$ cat config.mk
export PLATFORM = sky130hd
export DESIGN_NAME = tms_mode_ctrl
export DESIGN_NICKNAME = d
export VERILOG_FILES = /design/src/verilog/tms_pkg.sv /design/src/verilog/tms_mode_ctrl.sv
export VERILOG_INCLUDE_DIRS = /design/src /design/src/verilog
export SDC_FILE = /design/constraint.sdc
export NUM_CORES = 1
export LEC_CHECK = 0
export ABC_AREA = 0
export BUFFER_PORTS_ARGS = -buffer_cell sky130_fd_sc_hd__buf_2
export CORE_MARGIN = 2
export CORE_UTILIZATION = 50
export DETAILED_ROUTE_END_ITERATION = 7
export PLACE_DENSITY = 0.74
export SYNTH_ARGS = -nofsm -noshare
export SYNTH_HDL_FRONTEND = slang
export SYNTH_SLANG_ARGS = --single-unit
$ cat constraint.sdc
create_clock -name aclk -period 3.2 [get_ports aclk]
set_input_delay 0.16 -clock aclk [delete_from_list [all_inputs] [get_ports aclk]]
set_output_delay 0.16 -clock aclk [all_outputs]
set_load 0.005 [all_outputs]
$ cat src/verilog/tms_consts.svh
// Purpose: Constants for the transceiver mode and status block.
// Assumes: 25 MHz clock.
// Notes:   Times in ns, cycle counts derived from them.
`ifndef TMS_CONSTS_SVH
`define TMS_CONSTS_SVH
`define TMS_CLK_PERIOD_NS   40
`define TMS_T_GOTOSLEEP_NS  20000
`define TMS_T_ACT_NS        200
`define TMS_T_IDLE_NS       200
`define TMS_T_UVCC_NS       100000
`define TMS_GTS_CYC  ((`TMS_T_GOTOSLEEP_NS + `TMS_CLK_PERIOD_NS - 1) / `TMS_CLK_PERIOD_NS)
`define TMS_ACT_CYC  ((`TMS_T_ACT_NS + `TMS_CLK_PERIOD_NS - 1) / `TMS_CLK_PERIOD_NS)
`define TMS_IDLE_CYC ((`TMS_T_IDLE_NS + `TMS_CLK_PERIOD_NS - 1) / `TMS_CLK_PERIOD_NS)
`define TMS_UVCC_CYC ((`TMS_T_UVCC_NS + `TMS_CLK_PERIOD_NS - 1) / `TMS_CLK_PERIOD_NS)
`define TMS_IRQ_WAKE   0
`define TMS_IRQ_MODE   1
`define TMS_IRQ_ERR    2
`define TMS_ADDR_STAT  8'h00
`define TMS_ADDR_MASK  8'h04
`define TMS_ADDR_MODE  8'h08
`define TMS_ADDR_CTRL  8'h0c
`define TMS_RESP_OKAY  2'h0
`define TMS_RESP_SLV   2'h2
`endif

$ cat src/verilog/tms_pkg.sv
// Purpose: Types for the transceiver mode and status block.
// Assumes: Used with tms_consts.svh.
// Notes:   Mode codes are one-hot.
package tms_pkg;
  typedef enum logic [5:0] {
    TMS_NORMAL  = 6'h01,
    TMS_RXONLY  = 6'h02,
    TMS_GOSLEEP = 6'h04,
    TMS_STANDBY = 6'h08,
    TMS_SLEEP   = 6'h10,
    TMS_POWOFF  = 6'h20
  } tms_mode_t;

  typedef struct packed {
    logic core_supply_low_flag;
    logic io_supply_low_flag;
    logic battery_low_flag;
    logic first_power_flag;
    logic power_off;
  } tms_supply_t;

  typedef struct packed {
    logic wake_local;
    logic wake_remote;
    logic error_det;
  } tms_event_t;
endpackage : tms_pkg

$ cat src/verilog/tms_mode_ctrl.sv
// Purpose: Operating mode state machine and status pin signalling of a bus node transceiver.
// Assumes: Pins are synchronous to aclk; analog detectors deliver clean levels.
// Notes:   AXI4-Lite gives status, interrupt and mode readback.
`timescale 1ns/1ps
`include "tms_consts.svh"

module tms_mode_ctrl
  import tms_pkg::*;
#(
  parameter int GTS_CYC  = `TMS_GTS_CYC,
  parameter int UVCC_CYC = `TMS_UVCC_CYC,
  parameter int ACT_CYC  = `TMS_ACT_CYC,
  parameter int IDLE_CYC = `TMS_IDLE_CYC
) (
  // Clock and reset
  input  wire  logic        aclk,
  input  wire  logic        aresetn,
  // Host mode pins
  input  wire  logic        lowpower_sel_n,
  input  wire  logic        mode_select_b,
  // Supply flags and detector events
  input  wire  tms_supply_t supply,
  input  wire  tms_event_t  events,
  input  wire  logic        bus_active_in,
  input  wire  logic        bus_data_in,
  // Status pins; enable is low while driving
  output logic              fault_wake_out,
  output logic              fault_wake_oe_n,
  output logic              rx_activity_n,
  output logic              rx_activity_oe_n,
  output logic              rx_data_out,
  output logic              regulator_switch_out,
  output logic              regulator_switch_oe_n,
  output logic              tx_enable,
  output tms_mode_t         mode,
  output logic              irq,
  // AXI4-Lite slave
  input  wire  logic [7:0]  s_awaddr,
  input  wire  logic        s_awvalid,
  output logic              s_awready,
  input  wire  logic [31:0] s_wdata,
  input  wire  logic [3:0]  s_wstrb,
  input  wire  logic        s_wvalid,
  output logic              s_wready,
  output logic [1:0]        s_bresp,
  output logic              s_bvalid,
  input  wire  logic        s_bready,
  input  wire  logic [7:0]  s_araddr,
  input  wire  logic        s_arvalid,
  output logic              s_arready,
  output logic [31:0]       s_rdata,
  output logic [1:0]        s_rresp,
  output logic              s_rvalid,
  input  wire  logic        s_rready
);

  // ****************************************
  // Pin edges and supply qualifiers
  // ****************************************
  logic        sel_q;
  logic        msb_q;
  logic        sel_rise;
  logic        sel_fall;
  logic        msb_rise;
  logic        msb_fall;
  logic        uv_io_bat;
  logic        core_uv_long;
  logic [31:0] uv_cnt;
  logic [31:0] gts_cnt;
  logic        wake_flag;
  logic        wake_remote;
  logic        err_mode;
  logic        was_lowpower;
  tms_mode_t   next_mode;

  always_ff @(posedge aclk) begin
    if (!aresetn) begin
      sel_q <= 1'b0;
      msb_q <= 1'b0;
    end else begin
      sel_q <= lowpower_sel_n;
      msb_q <= mode_select_b;
    end
  end

  assign sel_rise  = lowpower_sel_n & ~sel_q;
  assign sel_fall  = ~lowpower_sel_n & sel_q;
  assign msb_rise  = mode_select_b & ~msb_q;
  assign msb_fall  = ~mode_select_b & msb_q;
  assign uv_io_bat = supply.io_supply_low_flag | supply.battery_low_flag;

  always_ff @(posedge aclk) begin
    if (!aresetn) begin
      uv_cnt <= 32'h0;
    end else if (!supply.core_supply_low_flag) begin
      uv_cnt <= 32'h0;
    end else if (uv_cnt <= UVCC_CYC) begin
      uv_cnt <= uv_cnt + 32'h1;
    end
  end
  assign core_uv_long = (uv_cnt > UVCC_CYC);

  always_ff @(posedge aclk) begin
    if (!aresetn) begin
      gts_cnt <= 32'h0;
    end else if (mode != TMS_GOSLEEP || lowpower_sel_n || !mode_select_b) begin
      gts_cnt <= 32'h0;
    end else if (gts_cnt <= GTS_CYC) begin
      gts_cnt <= gts_cnt + 32'h1;
    end
  end

  // ****************************************
  // Mode state machine
  // ****************************************
  always_comb begin
    next_mode = mode;
    unique case (mode)
      TMS_NORMAL: begin
        if (!uv_io_bat && !supply.core_supply_low_flag && !supply.first_power_flag) begin
          if (sel_fall && msb_fall)
            next_mode = TMS_STANDBY;
          else if (sel_fall && mode_select_b)
            next_mode = TMS_GOSLEEP;
          else if (msb_fall && lowpower_sel_n)
            next_mode = TMS_RXONLY;
        end
      end
      TMS_RXONLY: begin
        if (!uv_io_bat && !supply.core_supply_low_flag) begin
          if (sel_fall && msb_rise)
            next_mode = TMS_GOSLEEP;
          else if (sel_fall && !mode_select_b)
            next_mode = TMS_STANDBY;
          else if (msb_rise && lowpower_sel_n)
            next_mode = TMS_NORMAL;
        end
      end
      TMS_STANDBY: begin
        if (!uv_io_bat) begin
          if (sel_rise && msb_rise && !core_uv_long && !supply.core_supply_low_flag)
            next_mode = TMS_NORMAL;
          else if (sel_rise && !mode_select_b && !core_uv_long &&
                   !supply.core_supply_low_flag)
            next_mode = TMS_RXONLY;
          else if (msb_rise && !lowpower_sel_n)
            next_mode = TMS_GOSLEEP;
        end
      end
      TMS_GOSLEEP: begin
        if (!uv_io_bat) begin
          if (sel_rise && mode_select_b && !core_uv_long)
            next_mode = TMS_NORMAL;
          else if (sel_rise && msb_fall && !core_uv_long)
            next_mode = TMS_RXONLY;
          else if (msb_fall && !lowpower_sel_n)
            next_mode = TMS_STANDBY;
          else if (gts_cnt > GTS_CYC)
            next_mode = TMS_SLEEP;
        end
      end
      TMS_SLEEP: begin
        if (sel_rise) begin
          if (uv_io_bat || supply.core_supply_low_flag || core_uv_long)
            next_mode = TMS_STANDBY;
          else if (mode_select_b)
            next_mode = TMS_NORMAL;
          else
            next_mode = TMS_RXONLY;
        end
      end
      TMS_POWOFF: next_mode = TMS_STANDBY;
      default:    next_mode = TMS_STANDBY;
    endcase
    if (supply.power_off)
      next_mode = TMS_POWOFF;
  end

  always_ff @(posedge aclk) begin
    if (!aresetn)
      mode <= TMS_STANDBY;
    else
      mode <= next_mode;
  end

  // ****************************************
  // Wake flag and status source
  // ****************************************
  // Sleep entry clears wake flag; detection in low-power modes sets it.
  always_ff @(posedge aclk) begin
    if (!aresetn) begin
      wake_flag   <= 1'b0;
      wake_remote <= 1'b0;
    end else if (mode == TMS_GOSLEEP && next_mode == TMS_SLEEP) begin
      wake_flag   <= 1'b0;
      wake_remote <= 1'b0;
    end else if ((mode == TMS_STANDBY || mode == TMS_GOSLEEP || mode == TMS_SLEEP) &&
                 (events.wake_local || events.wake_remote) && !wake_flag) begin
      wake_flag   <= 1'b1;
      wake_remote <= events.wake_remote;
    end else if (mode == TMS_NORMAL) begin
      wake_flag   <= 1'b0;
    end
  end

  // Receive-only entry via select rising from low power shows source.
  always_ff @(posedge aclk) begin
    if (!aresetn) begin
      was_lowpower <= 1'b0;
      err_mode     <= 1'b1;
    end else if (next_mode == TMS_NORMAL) begin
      err_mode <= 1'b1;
    end else if (next_mode == TMS_RXONLY && mode != TMS_RXONLY) begin
      // An entry that also drops mode_select_b came from a host that had it high, so it
      // reports error status rather than the wake-up source.
      err_mode     <= !(sel_rise && !msb_fall && wake_flag && mode != TMS_NORMAL);
      was_lowpower <= wake_remote;
    end
  end

  // ****************************************
  // Pin drivers
  // ****************************************
  always_comb begin
    fault_wake_oe_n       = 1'b0;
    rx_activity_oe_n      = 1'b0;
    regulator_switch_out  = 1'b1;
    regulator_switch_oe_n = 1'b0;
    tx_enable             = (mode == TMS_NORMAL);
    if (!lowpower_sel_n)
      fault_wake_out = !wake_flag;
    else if (mode_select_b || err_mode)
      fault_wake_out = !events.error_det;
    else
      fault_wake_out = !was_lowpower;
    if (mode == TMS_POWOFF)
      fault_wake_oe_n = 1'b1;
    if (mode == TMS_SLEEP)
      regulator_switch_oe_n = 1'b1;
    if (mode == TMS_POWOFF)
      rx_activity_oe_n = 1'b1;
  end

  // ****************************************
  // Receive pins
  // ****************************************
  logic [31:0] act_cnt;
  logic        bus_seen;

  // persistence filter on activity and idle
  always_ff @(posedge aclk) begin
    if (!aresetn) begin
      act_cnt  <= 32'h0;
      bus_seen <= 1'b0;
    end else if (bus_active_in == bus_seen) begin
      act_cnt <= 32'h0;
    end else if (act_cnt + 32'h1 >= (bus_seen ? IDLE_CYC : ACT_CYC)) begin
      act_cnt  <= 32'h0;
      bus_seen <= bus_active_in;
    end else begin
      act_cnt <= act_cnt + 32'h1;
    end
  end

  always_ff @(posedge aclk) begin
    if (!aresetn) begin
      rx_activity_n <= 1'b1;
      rx_data_out   <= 1'b1;
    end else if (mode == TMS_NORMAL || mode == TMS_RXONLY) begin
      rx_activity_n <= !bus_seen;
      rx_data_out   <= bus_seen ? bus_data_in : 1'b1;
    end else if (mode == TMS_POWOFF) begin
      rx_activity_n <= 1'b1;
      rx_data_out   <= 1'b1;
    end else begin
      rx_activity_n <= !wake_flag;
      rx_data_out   <= !wake_flag;
    end
  end

  // ****************************************
  // Interrupts and AXI4-Lite slave
  // ****************************************
  logic [2:0] irq_stat;
  logic [2:0] irq_mask;
  logic [2:0] irq_set;
  logic       aw_hold;
  logic       w_hold;
  logic [7:0] aw_addr;
  logic [31:0] w_data;
  logic       wr_go;

  assign irq_set = {events.error_det, next_mode != mode, wake_flag};
  assign irq     = |(irq_stat & irq_mask);
  assign s_awready = !aw_hold && !s_bvalid;
  assign s_wready  = !w_hold && !s_bvalid;
  assign s_arready = !s_rvalid;
  assign wr_go     = aw_hold && w_hold && !s_bvalid;

  always_ff @(posedge aclk) begin
    if (!aresetn) begin
      aw_hold <= 1'b0;
      w_hold  <= 1'b0;
      aw_addr <= 8'h00;
      w_data  <= 32'h0;
      s_bvalid <= 1'b0;
      s_bresp  <= `TMS_RESP_OKAY;
    end else begin
      if (s_awvalid && s_awready) begin
        aw_hold <= 1'b1;
        aw_addr <= s_awaddr;
      end
      if (s_wvalid && s_wready) begin
        w_hold <= 1'b1;
        w_data <= s_wdata & {{8{s_wstrb[3]}}, {8{s_wstrb[2]}}, {8{s_wstrb[1]}}, {8{s_wstrb[0]}}};
      end
      if (wr_go) begin
        aw_hold  <= 1'b0;
        w_hold   <= 1'b0;
        s_bvalid <= 1'b1;
        s_bresp  <= (aw_addr == `TMS_ADDR_STAT || aw_addr == `TMS_ADDR_MASK) ?
                    `TMS_RESP_OKAY : `TMS_RESP_SLV;
      end else if (s_bready) begin
        s_bvalid <= 1'b0;
      end
    end
  end

  // Set wins over write-one-to-clear.
  always_ff @(posedge aclk) begin
    if (!aresetn) begin
      irq_stat <= 3'h0;
      irq_mask <= 3'h0;
    end else begin
      if (wr_go && aw_addr == `TMS_ADDR_MASK)
        irq_mask <= w_data[2:0];
      irq_stat <= (irq_stat & ~((wr_go && aw_addr == `TMS_ADDR_STAT) ? w_data[2:0] : 3'h0))
                  | irq_set;
    end
  end

  always_ff @(posedge aclk) begin
    if (!aresetn) begin
      s_rvalid <= 1'b0;
      s_rdata  <= 32'h0;
      s_rresp  <= `TMS_RESP_OKAY;
    end else if (s_arvalid && s_arready) begin
      s_rvalid <= 1'b1;
      s_rresp  <= `TMS_RESP_OKAY;
      unique case (s_araddr)
        `TMS_ADDR_STAT: s_rdata <= {29'h0, irq_stat};
        `TMS_ADDR_MASK: s_rdata <= {29'h0, irq_mask};
        `TMS_ADDR_MODE: s_rdata <= {26'h0, mode};
        `TMS_ADDR_CTRL: s_rdata <= {29'h0, wake_remote, wake_flag, err_mode};
        default: begin
          s_rdata <= 32'h0;
          s_rresp <= `TMS_RESP_SLV;
        end
      endcase
    end else if (s_rready) begin
      s_rvalid <= 1'b0;
    end
  end

  // ****************************************
  // Checks
  // ****************************************
  chk_poweroff_float: assert property (@(posedge aclk) disable iff (!aresetn)
    mode == TMS_POWOFF |-> fault_wake_oe_n) else $error("status pin driven in PowerOff");
  chk_tx_normal: assert property (@(posedge aclk) disable iff (!aresetn)
    tx_enable == (mode == TMS_NORMAL)) else $error("transmitter enable wrong");
  chk_reg_sleep: assert property (@(posedge aclk) disable iff (!aresetn)
    regulator_switch_oe_n == (mode == TMS_SLEEP)) else $error("regulator drive wrong");
  chk_wake_status: assert property (@(posedge aclk) disable iff (!aresetn)
    !lowpower_sel_n |-> fault_wake_out == !wake_flag) else $error("wake status wrong");
  chk_normal_err: assert property (@(posedge aclk) disable iff (!aresetn)
    lowpower_sel_n && mode_select_b |-> fault_wake_out == !events.error_det)
    else $error("error status wrong");
  chk_sleep_entry: assert property (@(posedge aclk) disable iff (!aresetn)
    mode == TMS_GOSLEEP && !supply.power_off ##1 mode == TMS_SLEEP |-> !wake_flag)
    else $error("wake flag kept on Sleep entry");
  chk_uv_block: assert property (@(posedge aclk) disable iff (!aresetn)
    core_uv_long && mode != TMS_NORMAL |=> mode != TMS_NORMAL)
    else $error("Normal entered under core undervoltage");
  chk_norm_rx: assert property (@(posedge aclk) disable iff (!aresetn)
    mode == TMS_NORMAL && lowpower_sel_n && $past(lowpower_sel_n) && msb_fall && !uv_io_bat
    && !supply.core_supply_low_flag && !supply.first_power_flag && !supply.power_off
    |=> mode == TMS_RXONLY) else $error("Normal to Receive-only missed");

endmodule : tms_mode_ctrl

==> results.py <==
metrics = {
    "run_status": {
        "status": "completed",
    },
    "global_routing": {
        "track_usage": 0.208,
        "grtUsageMet1": 0.265,
        "first_global_vias": 4829,
        "grt_overflow_total": 0,
        "antenna_found_initial": 0,
        "grt_max_degree": 37,
        "use_met2": 0.340,
        "grt.busiest_layer": "met2",
        "grt_pass1_wl_um": 22100,
        "use_met3": 0.0564,
    },
    "min_path": {
        "holdCritPathClass": "in -> reg",
    },
    "timing": {
        "max_freq_mhz": 347,
        "rsz0062_at_grt": "false",
        "fin_hold_ws_ns": 0.0156,
        "drv_slew": 0,
        "relSlewSlack": 0.385,
        "fin_skew_ns": 0.00725,
        "hold_viol": 0,
        "worstMarginPinSlew_ns": 0.920,
        "final.min_clock_period_ns": 2.89,
        "finalSetupTns_ns": 0,
        "setup_viol": 0,
        "min_period_over_period": 0.902,
    },
    "layout": {
        "final_core_util": 0.599,
        "drive_above_1_share": 0.151,
        "diodes": 0,
        "multi_input_area_um2": 3180,
        "fill_cells": 1050,
        "seq_area_um2": 2800,
        "area_growth_pct": 16.8,
        "nets": 850,
    },
    "clock_tree": {
        "htree_levels": 4,
        "cts_root_buf": "clkbuf_16",
        "cts_tree": "done",
        "cts_buffers": 17,
        "clock-sinks": 140,
        "clk_pin_slew_ns": 0.06,
        "clk_latency_ns": 0.41,
        "cts_buffer_depth": 2,
    },
    "routing": {
        "avgViaCountPerCell": 5.38,
        "drtIter0Drc": 376,
        "routed-via-count": 5020,
        "wl_per_cell_um": 13.9,
        "ant_nets": 0,
        "drt_wl_total_um": 13000,
        "firstDrtPassIters": 5,
        "drc_errors": 0,
    },
    "floorplan": {
        "die_w_um": 115,
        "die_area_um2": 13200,
        "core_area_um2": 12000,
        "ioPinCount": 127,
        "start_util": 0.513,
        "die_y_um": 115,
        "num_rows": 40,
    },
    "worst_setup_path": {
        "crit_path_start_kind": "register",
        "reg2reg_slack_ns": 0.31,
        "critPathRequiredTime_ns": 3.55,
        "cp-end-kind": "register",
        "critical_path_class": "reg -> reg",
        "path_max_fanout": 9,
        "worstPathArrival_ns": 3.23,
    },
    "synthesis": {
        "yosys.area_share.simple": 0.288,
        "muxShareOfSynthArea": 0.0422,
        "seq_area_frac_synth": 0.455,
        "syn_inst": 681,
        "synthAdderAreaFrac": 0.0122,
        "synth_async_sr_flop_share": 0,
        "synth_top_family_by_area": "simple AND/OR/NAND/NOR gates",
        "synth_edf_count": 0,
        "synth_compound_area_frac": 0.104,
        "synthDistinctLibCells": 65,
        "synth_xor_area_frac": 0.0341,
        "synth_flop_cell": "dfxtp_1",
        "synth.avg_cell_area_um2": 9.05,
        "synth_area_um2": 6160,
        "synth_warnings": 0,
        "synth_seq_cells": 140,
    },
    "pwr": {
        "pwr_density_cell_nw_per_um2": 541,
        "finalPower_uw": 3900,
        "peakVddDrop_mv": 0.671,
        "p_leak_uw": 0.00305,
    },
    "placed_design": {
        "gp_congestion": 0.920,
        "hpwl_um": 9450,
        "io_buffers": 65,
    },
    "job": {
        "drv.max_cap_violation_count": 0,
    },
}
-- metal layers --
| metal | share of wire | vias to the layer above | routed length, um |
|---|---|---|---|
| met3 | 0.055 | 23 | 721 |
| met5 | 0 | - | 0 |
| met1 | 0.46 | 2335 | 6040 |
| met2 | 0.46 | 150 | 6000 |
| met4 | 0.018 | 0 | 231 |
| li1 | - | 2512 | - |
-- through the flow --
| stage | area [um2] | std cells | setup slack, ns |
|---|---|---|---|
| 2_1_floorplan | 6370 | 737 | 0.753 |
| 3_3_place_gp | 6590 | 897 | 0.453 |
| 3_5_place_dp | 6590 | 897 | 0.263 |
| 4_1_cts | 7190 | 933 | 0.257 |
| 5_1_grt | 7200 | 933 | 0.0891 |
| 6_report | 7200 | 933 | 0.314 |
-- cell families after synthesis --
logic type / count (synthesis)
flops: 140
simple gates: 321
xor+xnor: 24
mux: 22
buf+inv: 74
other cells: 2
fa+ha+maj: 6
compound gates: 92
-- timing repair --
action | in CTS | in global routing
endpoints found under the setup margin | 0 | 3
gates resized for setup | 0 | 2
hold endpoints to repair | 4 | 0
setup buffers | 0 | 0
hold buffers | 4 | 0
-- flip-flops by register name, indices dropped and copies added (netlist names), 6 cells and up --
register / count
s_rdata: 6
aw_addr: 8
uv_cnt: 32
mode: 6
gts_cnt: 32
act_cnt: 32
-- power breakdown --
group          leakage (uW)  switching (uW)  total, uW  internal (uW)
registers           0.00114            47.7       1840           1790
clock network      0.000271             704       1830           1120
logic               0.00164             129        230            101
total               0.00305             880       3900           3010
-- layout by cell type, fill, tap and decap left out, types with 16 or more instances in the layout --
cell type,synthesis,final
dfxtp_1,140,140
conb_1,2,58
nor2_1,59,59
inv_1,18,18
buf_2,2,65
mux2i_1,17,17
nand2_1,51,51
and3_1,34,34
nor4_1,21,21
nor2b_1,31,31
nand3_1,31,31
and2_1,27,27
clkbuf_16,0,17
nor3_1,17,16
-- worst max-delay path: stages (launching register included) --
cell     delay, ns
dfxtp_1       0.46
ha_2          0.34
nand4_1       0.16
nor3_1        0.23
mux2_2        0.37
nor4b_1       0.43
o22ai_1       0.18
nor4_2        0.30
nand3_1       0.20
nor2_1        0.15
-- final cells by class --
class | count | share of cell area
inverter | 18 | 0.00939
sequential | 140 | 0.389
tap | 147 | 0.0256
clock buffer | 21 | 0.0654
multi-input combinational | 523 | 0.442
timing repair buffer | 73 | 0.0549
clock inverter | 11 | 0.0130
-- path summary, 6_finish.rpt --
kind          startpoint           to  cells after the start
min reg2reg  gts_cnt[12]  gts_cnt[12]                      1
max           act_cnt[1]   act_cnt[2]                      9
max reg2reg   act_cnt[1]   act_cnt[2]                      9
min          s_awaddr[7]   aw_addr[7]                      3
-- Yosys cell counts, drive strengths merged, types with 3 or more instances --
cell / instances / area share
a21oi: 13 / 0.011
a32oi: 4 / 0.0057
o22ai: 4 / 0.0041
o31ai: 5 / 0.0061
xor2: 15 / 0.021
nor3b: 3 / 0.0045
a21boi: 7 / 0.0085
o21ai: 19 / 0.015
dfxtp: 140 / 0.45
nor4: 24 / 0.027
mux2i: 17 / 0.028
and2: 27 / 0.027
buf: 32 / 0.038
xnor2: 9 / 0.013
and3: 34 / 0.035
nand2b: 5 / 0.0051
nor2b: 31 / 0.031
mux4: 3 / 0.011
a31oi: 3 / 0.0030
nor2: 59 / 0.036
inv: 18 / 0.011
o211a: 3 / 0.0049
clkbuf: 24 / 0.015
nor3: 18 / 0.016
o2111ai: 3 / 0.0043
ha: 6 / 0.012
nand3: 31 / 0.025
or2: 3 / 0.0030
nand2: 51 / 0.031
o32ai: 3 / 0.0043
nand4: 15 / 0.018
or3: 6 / 0.0069
a22oi: 7 / 0.0085
Note: power is estimated with default switching activity, not from simulation.
